[src/acc_pkg.sv]
// Constants for the analog comparator control block.
package acc_pkg;
    localparam int UNITS = 4;
    localparam int DW = 8;
    localparam int AW = 3;
    // Register addresses.
    localparam logic [2:0] ADDR_CTRL0 = 3'h0;
    localparam logic [2:0] ADDR_CTRL1 = 3'h1;
    localparam logic [2:0] ADDR_CTRL2 = 3'h2;
    localparam logic [2:0] ADDR_CTRL3 = 3'h3;
    localparam logic [2:0] ADDR_STATUS = 3'h4;
    localparam logic [2:0] ADDR_MASK = 3'h5;
    localparam logic [2:0] ADDR_AMP = 3'h6;
    // Control register fields.
    localparam int ENABLE_POS = 7;
    localparam int IRQ_EN_POS = 6;
    localparam int SENSE_HI = 5;
    localparam int SENSE_LO = 4;
    localparam int BIT3_POS = 3;
    localparam int NEG_HI = 2;
    // Status register layout: flags above, results below.
    localparam int FLAG_POS = 4;
    localparam int RESULT_POS = 0;
    localparam int AMP_UNITS = 3;
    // Reset values.
    localparam logic [7:0] CTRL_RESET = 8'h00;
    localparam logic [3:0] FLAG_RESET = 4'h0;
    localparam logic [3:0] MASK_RESET = 4'h0;
    localparam logic [2:0] AMP_RESET = 3'h0;
    // Mask of writable bits for units that own no bit 3.
    localparam logic [7:0] CTRL_PLAIN_MASK = 8'hf7;
    // Sensitivity codes.
    localparam logic [1:0] SENSE_TOGGLE = 2'h0;
    localparam logic [1:0] SENSE_RSVD = 2'h1;
    localparam logic [1:0] SENSE_FALL = 2'h2;
    localparam logic [1:0] SENSE_RISE = 2'h3;
    // Negative source codes.
    localparam logic [2:0] NEG_REF_DIV640 = 3'h0;
    localparam logic [2:0] NEG_REF_DIV320 = 3'h1;
    localparam logic [2:0] NEG_REF_DIV213 = 3'h2;
    localparam logic [2:0] NEG_REF_DIV160 = 3'h3;
    localparam logic [2:0] NEG_BANDGAP = 3'h4;
    localparam logic [2:0] NEG_DAC = 3'h5;
    localparam logic [2:0] NEG_PIN = 3'h6;
    localparam logic [2:0] NEG_RSVD = 3'h7;
endpackage : acc_pkg

[src/acc_control.sv]
// Register file, flags and routing for four clocked analog comparators.
// Function
// Four comparators; output high when positive input exceeds chosen negative source.
// Bits 2..0 select negative source; code 111 is reserved.
// Bits 5..4 select toggle, falling or rising edge; 01 is reserved.
// Bit 7 enables the comparator.
// Bit 6 allows the comparator interrupt request.
// Each comparator has its own interrupt request line.
// Each interrupt flag is offered as a converter trigger.
// Unit 0 bit 3 picks PLL clock when set, I/O clock when clear.
// Unit 1 bit 3 routes comparator 1 to the timer capture front end.
// With routing on, capture edge follows the timer edge select.
// With routing off, nothing reaches the timer capture logic.
// Software sets the timer capture mask to get a capture interrupt.
// Amp route bits feed positive input from amplifier, clock doubled.
// Flag set on event, cleared on serviced interrupt or writing one.
// Sample and edge detect outputs; reserved codes raise no flag.
// Control registers reset to zero.
//
// Decided for this implementation: the placing of the registers and the strobed register port.
module acc_control (
    // Clock and reset.
    input wire logic clk_sys,
    input wire logic reset,
    // Register port.
    input wire logic [acc_pkg::AW-1:0] reg_addr,
    input wire logic [acc_pkg::DW-1:0] reg_wdata,
    input wire logic reg_write,
    input wire logic reg_read,
    output logic [acc_pkg::DW-1:0] reg_rdata,
    // Raw comparator outputs from the analog cells.
    input wire logic [acc_pkg::UNITS-1:0] compare_raw,
    // Interrupt service acknowledge, one per unit.
    input wire logic [acc_pkg::UNITS-1:0] irq_ack,
    // Timer capture edge select from the timer.
    input wire logic timer_capture_edge_select,
    // Analog controls.
    output logic [acc_pkg::UNITS-1:0] unit_enable,
    output logic [3*acc_pkg::UNITS-1:0] negative_source_select,
    output logic compare_clock_select,
    output logic [acc_pkg::AMP_UNITS-1:0] amp_route,
    // Results, interrupts and triggers.
    output logic [acc_pkg::UNITS-1:0] compare_result_bit,
    output logic [acc_pkg::UNITS-1:0] unit_irq,
    output logic [acc_pkg::UNITS-1:0] conversion_trigger,
    output logic irq,
    // Timer capture front end.
    output logic capture_input,
    output logic capture_event
);
    typedef struct packed {
        logic [acc_pkg::UNITS-1:0][7:0] ctrl;
        logic [acc_pkg::UNITS-1:0] flag;
        logic [acc_pkg::UNITS-1:0] mask;
        logic [acc_pkg::AMP_UNITS-1:0] amp;
        logic [7:0] rdata;
        logic [acc_pkg::UNITS-1:0] uirq;
        logic irq;
        logic cap_in;
        logic cap_evt;
    } acc_state_t;

    acc_state_t st;
    acc_state_t next_st;

    logic [acc_pkg::UNITS-1:0] res;
    logic [acc_pkg::UNITS-1:0] evt;
    logic [acc_pkg::UNITS-1:0] rise;
    logic [acc_pkg::UNITS-1:0] fall;

    // One sampler per comparator, all on the system clock.
    genvar gi;
    generate
        for (gi = 0; gi < acc_pkg::UNITS; gi++) begin : g_unit
            acc_edge_detect u_edge (
                .clk_sys(clk_sys),
                .reset(reset),
                .raw_in(compare_raw[gi]),
                .enable(st.ctrl[gi][acc_pkg::ENABLE_POS]),
                .sense(st.ctrl[gi][acc_pkg::SENSE_HI:acc_pkg::SENSE_LO]),
                .neg_sel(st.ctrl[gi][acc_pkg::NEG_HI:0]),
                .result(res[gi]),
                .event_pulse(evt[gi]),
                .rise(rise[gi]),
                .fall(fall[gi])
            );
        end
    endgenerate

    // Next state: register writes, flag updates, read data and derived outputs.
    always_comb begin
        logic wr_status;
        logic [acc_pkg::UNITS-1:0] clr;
        next_st = st;
        wr_status = reg_write && (reg_addr == acc_pkg::ADDR_STATUS);
        clr = '0;
        // Control writes; units 2 and 3 have no bit 3, so it stays zero.
        if (reg_write) begin
            unique case (reg_addr)
                acc_pkg::ADDR_CTRL0: next_st.ctrl[0] = reg_wdata;
                acc_pkg::ADDR_CTRL1: next_st.ctrl[1] = reg_wdata;
                acc_pkg::ADDR_CTRL2: next_st.ctrl[2] = reg_wdata & acc_pkg::CTRL_PLAIN_MASK;
                acc_pkg::ADDR_CTRL3: next_st.ctrl[3] = reg_wdata & acc_pkg::CTRL_PLAIN_MASK;
                acc_pkg::ADDR_MASK: next_st.mask = reg_wdata[acc_pkg::UNITS-1:0];
                acc_pkg::ADDR_AMP: next_st.amp = reg_wdata[acc_pkg::AMP_UNITS-1:0];
                default: next_st.mask = st.mask;
            endcase
        end
        // A flag clears by a written one or a serviced interrupt, but a new event wins.
        for (int i = 0; i < acc_pkg::UNITS; i++) begin
            clr[i] = (wr_status && reg_wdata[acc_pkg::FLAG_POS+i])
                || (irq_ack[i] && st.ctrl[i][acc_pkg::IRQ_EN_POS]);
            next_st.flag[i] = evt[i] | (st.flag[i] & ~clr[i]);
        end
        // Read data stand for one cycle only; unmapped addresses read zero.
        next_st.rdata = 8'h00;
        if (reg_read) begin
            unique case (reg_addr)
                acc_pkg::ADDR_CTRL0: next_st.rdata = st.ctrl[0];
                acc_pkg::ADDR_CTRL1: next_st.rdata = st.ctrl[1];
                acc_pkg::ADDR_CTRL2: next_st.rdata = st.ctrl[2];
                acc_pkg::ADDR_CTRL3: next_st.rdata = st.ctrl[3];
                acc_pkg::ADDR_STATUS: next_st.rdata = {st.flag, res};
                acc_pkg::ADDR_MASK: next_st.rdata = {4'h0, st.mask};
                acc_pkg::ADDR_AMP: next_st.rdata = {5'h00, st.amp};
                default: next_st.rdata = 8'h00;
            endcase
        end
        // Per-unit request lines follow the flag and the unit's own enable.
        for (int i = 0; i < acc_pkg::UNITS; i++) begin
            next_st.uirq[i] = next_st.flag[i] & next_st.ctrl[i][acc_pkg::IRQ_EN_POS];
        end
        next_st.irq = |(next_st.flag & next_st.mask);
        // Capture path is cut off entirely unless routing is on.
        next_st.cap_in = st.ctrl[1][acc_pkg::BIT3_POS] & res[1];
        next_st.cap_evt = st.ctrl[1][acc_pkg::BIT3_POS]
            & (timer_capture_edge_select ? rise[1] : fall[1]);
    end

    // All control state clears at reset, so comparators start disabled.
    always_ff @(posedge clk_sys) begin
        if (reset) begin
            st.ctrl <= {acc_pkg::UNITS{acc_pkg::CTRL_RESET}};
            st.flag <= acc_pkg::FLAG_RESET;
            st.mask <= acc_pkg::MASK_RESET;
            st.amp <= acc_pkg::AMP_RESET;
            st.rdata <= 8'h00;
            st.uirq <= 4'h0;
            st.irq <= 1'b0;
            st.cap_in <= 1'b0;
            st.cap_evt <= 1'b0;
        end else begin
            st <= next_st;
        end
    end

    // Outputs come straight from state flip-flops.
    generate
        for (gi = 0; gi < acc_pkg::UNITS; gi++) begin : g_out
            assign unit_enable[gi] = st.ctrl[gi][acc_pkg::ENABLE_POS];
            assign negative_source_select[3*gi +: 3] = st.ctrl[gi][acc_pkg::NEG_HI:0];
        end
    endgenerate
    assign compare_clock_select = st.ctrl[0][acc_pkg::BIT3_POS];
    // The clock generator doubles the amplifier clock for each routed unit.
    assign amp_route = st.amp;
    assign compare_result_bit = res;
    assign unit_irq = st.uirq;
    assign conversion_trigger = st.flag;
    assign irq = st.irq;
    assign reg_rdata = st.rdata;
    // The timer still needs its own capture mask set to interrupt.
    assign capture_input = st.cap_in;
    assign capture_event = st.cap_evt;

    // Short names for the unit 0 fields that the checks watch.
    logic [1:0] chk_sense0;
    logic [2:0] chk_neg0;
    assign chk_sense0 = st.ctrl[0][acc_pkg::SENSE_HI:acc_pkg::SENSE_LO];
    assign chk_neg0 = st.ctrl[0][acc_pkg::NEG_HI:0];
endmodule : acc_control

[src/acc_edge_detect.sv]
// Synchroniser and output event detector for one comparator.
module acc_edge_detect (
    // Clock and reset.
    input wire logic clk_sys,
    input wire logic reset,
    // Raw comparator output and its settings.
    input wire logic raw_in,
    input wire logic enable,
    input wire logic [1:0] sense,
    input wire logic [2:0] neg_sel,
    // Synchronised result and events.
    output logic result,
    output logic event_pulse,
    output logic rise,
    output logic fall
);
    typedef struct packed {
        logic s1;
        logic s2;
        logic res;
        logic evt;
        logic rise;
        logic fall;
    } acc_edge_t;

    acc_edge_t st;
    acc_edge_t next_st;

    // The first stage only feeds the second, so metastability never reaches the edge logic.
    always_comb begin
        logic cur;
        logic up;
        logic dn;
        logic hit;
        next_st = st;
        hit = 1'b0;
        cur = enable & st.s2;
        up = cur & ~st.res;
        dn = ~cur & st.res;
        next_st.s1 = raw_in;
        next_st.s2 = st.s1;
        next_st.res = cur;
        unique case (sense)
            acc_pkg::SENSE_TOGGLE: hit = up | dn;
            acc_pkg::SENSE_FALL: hit = dn;
            acc_pkg::SENSE_RISE: hit = up;
            acc_pkg::SENSE_RSVD: hit = 1'b0;
        endcase
        // A reserved source code cannot be trusted, so it raises no event.
        next_st.evt = hit & (neg_sel != acc_pkg::NEG_RSVD);
        next_st.rise = up;
        next_st.fall = dn;
    end

    always_ff @(posedge clk_sys) begin
        if (reset) begin
            st <= '0;
        end else begin
            st <= next_st;
        end
    end

    assign result = st.res;
    assign event_pulse = st.evt;
    assign rise = st.rise;
    assign fall = st.fall;
endmodule : acc_edge_detect

[config.mk]
export PLATFORM = sky130hd
export DESIGN_NAME = acc_control
export DESIGN_NICKNAME = d
export VERILOG_FILES = /design/src/acc_pkg.sv /design/src/acc_control.sv /design/src/acc_edge_detect.sv
export SDC_FILE = /design/constraint.sdc
export NUM_CORES = 1
export LEC_CHECK = 0
export BUFFER_PORTS_ARGS = -buffer_cell sky130_fd_sc_hd__buf_4
export CELL_PAD_IN_SITES_DETAIL_PLACEMENT = 0
export CELL_PAD_IN_SITES_GLOBAL_PLACEMENT = 1
export CORE_ASPECT_RATIO = 0.6
export CORE_MARGIN = 2
export CORE_UTILIZATION = 43
export CTS_CLUSTER_SIZE = 8
export DETAILED_ROUTE_END_ITERATION = 8
export PLACE_DENSITY_LB_ADDON = 0.15
export SETUP_SLACK_MARGIN = 0.2
export SLEW_MARGIN = 20
export SYNTH_ARGS = -nofsm -noshare
export SYNTH_HDL_FRONTEND = slang
export SYNTH_HIERARCHICAL = 1
export SYNTH_SLANG_ARGS = --single-unit
[constraint.sdc]
create_clock -name clk_sys -period 1.65 [get_ports clk_sys]
set_input_delay 0.33 -clock clk_sys [delete_from_list [all_inputs] [get_ports clk_sys]]
set_output_delay 0.33 -clock clk_sys [all_outputs]
set_load 0.005 [all_outputs]
==> summary.md <==
| Metric | Value |
|---|---|
| Static leakage | `around 1.8 nW` |
| PortBufs | `66` |
| Inserted Clock Buffers | `9` |
| Slew margin rel. | `about four fifths` |
| Slowest stage delay, CP | `between 0.4 and 0.5 ns` |
| Most frequent cells in the layout | `buf_4 (86), dfxtp_1 (72), nor2_1 (43), mux2i_1 (33), nand2_1 (22)` |
| Clock Path Buffers | `2` |
| Design Area, Final | `around 4200 um2` |
| Residual DRC count | `0` |
| Clock sinks | `74` |
| Buffers and inverters on the worst path | `1` |
| Finish-stage setup viols | `0` |
| Flop2flop setup slack | `0.27 ns` |
| Largest net degree at the start of global routing | `between 60 and 70` |
| Critical path data arrival time | `between 1.5 and 2 ns` |
| WL/cell | `17.3 um` |
| Post-DP HPWL | `approximately 6.4 mm` |
| Reg-to-Reg End | `reg_rdata[7]$_SDFF_PP0_` |
| Worst setup path start | `unit_enable[2]$_SDFFE_PP0P_` |
| Dpl cell area | `3920 um2` |
| Initial Utilization | `between 40% and 50%` |
| Core Rows | `25` |
| Unrepaired setup endpoints after global routing | `no` |
| Root Driver | `clkbuf_16` |
| Clk_skew | `~0.0056 ns` |
| Fraction of layout cells with a size suffix above 1 | `~34%` |
| Routability cong. | `between 0.8 and 0.9` |
| First-pass GRT wire length | `13.4 mm` |
| Min Tclk post-route | `~1.4 ns` |
| Core area | `~7900 um2` |
| CP Launch Type | `register` |
| Power per cell area | `983 nW/um2` |
| Hold Path Cell Cnt | `2` |
| Chip height | `roughly 74 um` |
| Global route overflow | `0` |
| F_max | `approximately 720 MHz` |
| Area Overhead vs Synth | `22.0%` |
| Commonest non-fill, non-tap cell in the layout | `buf_4` |
| Post-route setup slack | `0.270 ns` |
| Min-delay src | `compare_raw[1]` |
| Final setup TNS | `0 ns` |
| Iteration-0 DRC Markers | `roughly 230` |
| Die area | `a little under 9000 um2` |
| Die width | `between 100 and 150 um` |
| CP max stage cell | `mux4_2` |
| Netlist Area Pre-Place | `3480 um2` |
| Worst VDD drop | `0.738 mV` |
| Final Hold Fails | `0` |
| Vias in the first global route | `~2,400` |
| Antenna diodes | `0` |
| Req. time, crit path | `roughly 1.9 ns` |
| Worst-margin pin slew | `approximately 0.30 ns` |
| Clk_lat worst skew | `0.34 ns` |
| Vias per cell | `between 5 and 6` |
| YS warnings | `6` |
| Pre-CTS setup slack | `about 0.055 ns` |
| I/O pin count | `67` |
| RR Startpoint | `unit_enable[2]$_SDFFE_PP0P_` |
| TritonCTS clock tree | `done` |
| Clock-pin transition on the worst setup and hold timing paths | `about 0.060 ns` |
| Final Slew Violations | `0` |
| Hold worst-path end | `g_unit[1].u_edge/next_st[4]$_SDFF_PP0_` |
| Post-DRT Antenna Nets | `0` |
| Gr usage total | `20.8%` |
| CP cell instances | `buf_4, mux4_2, nor2b_1, a31oi_1, nor2_1` |
| First-pass DRT Iterations | `4` |
| Via count | `between 2,000 and 3,000` |
| R2r worst-path depth | `5` |
| Nets | `~420` |
| Mean Syn Cell Area | `roughly 10 um2` |
| CP top delay family | `multiplexers` |
| Mapped Nets | `~370` |
| Crit Path Max Fanout | `3` |
| Antenna violations before repair | `0` |
| Setup CP Type | `register to register` |
| Stages on worst setup path | `5` |
| Critical path endpoint category | `register` |
| Worst hold path class | `primary input to register` |
| Max-cap violations | `0` |
| Synth Instances | `341` |
| H-tree Lvls | `3` |
| Final period util | `83.7%` |
| Final WL | `8.66 mm` |
| Status | `finished, final reports clean` |
## timing repair
action | 4_1_cts | 5_1_grt
hold buffers | 0 | 0
setup buffers | 0 | 0
gates cloned | 0 | 0
setup endpoints to repair | 1 | 3
resized for setup | 1 | 3
## flip-flops by register name (all words and copies together), names as in the netlist
signal,count
capture_event,1
g_unit.u_edge/next_st,4
st,15
g_unit.u_edge/result,4
g_unit.u_edge/fall,1
g_unit.u_edge/rise,1
chk_sense0,2
capture_input,1
compare_clock_select,1
conversion_trigger,4
g_unit.u_edge/st,4
g_unit.u_edge/event_pulse,4
unit_enable,4
negative_source_select,12
irq,1
unit_irq,4
reg_rdata,8
amp_route,3
## area by class of cell
cell class | instances | area [um2]
clock buffers | 9 | 225
clock inverters | 6 | 82.6
fillers | 734 | 3610
inverters | 8 | 30.0
multi-input cells | 208 | 1600
flip-flops and latches | 74 | 1480
well taps | 108 | 135
repair buffers | 88 | 686
## worst max path at each step
stage / to
finish: reg_rdata[7]$_SDFF_PP0_
global route: g_unit[1].u_edge/event_pulse$_SDFF_PP0_
CTS: g_unit[1].u_edge/event_pulse$_SDFF_PP0_
detailed placement: unit_enable[2]$_SDFFE_PP0P_
global placement: unit_enable[2]$_SDFFE_PP0P_
floorplan: unit_irq[0]$_SDFF_PP0_
## power breakdown
group	switching (W)	internal (W)
logic	0.000155	0.000137
registers	0.0000279	0.00182
clock network	0.000727	0.00131
## per-layer routing
| metal | vias to the layer above | global-route usage (%) | wire length [um] |
|---|---|---|---|
| li1 | 1238 | - | - |
| met5 | - | 0 | 0 |
| met1 | 1194 | 31.0 | 4600 |
| met2 | 79 | 28.3 | 3320 |
| met3 | 9 | 5.90 | 636 |
| met4 | 0 | 7.45 | 102 |
## through the flow
stage	power [W]	cells	hold WS (ns)	util, %
global placement	0.00217	486	0.416	50.0
finish	0.00417	501	0.204	54.1
floorplan	0.00205	341	0.398	-
detailed placement	0.00217	486	0.421	50.0
global route	0.00431	501	0.207	54.1
CTS	0.00421	501	0.192	54.0
Note: power is estimated with default switching activity, not from simulation.
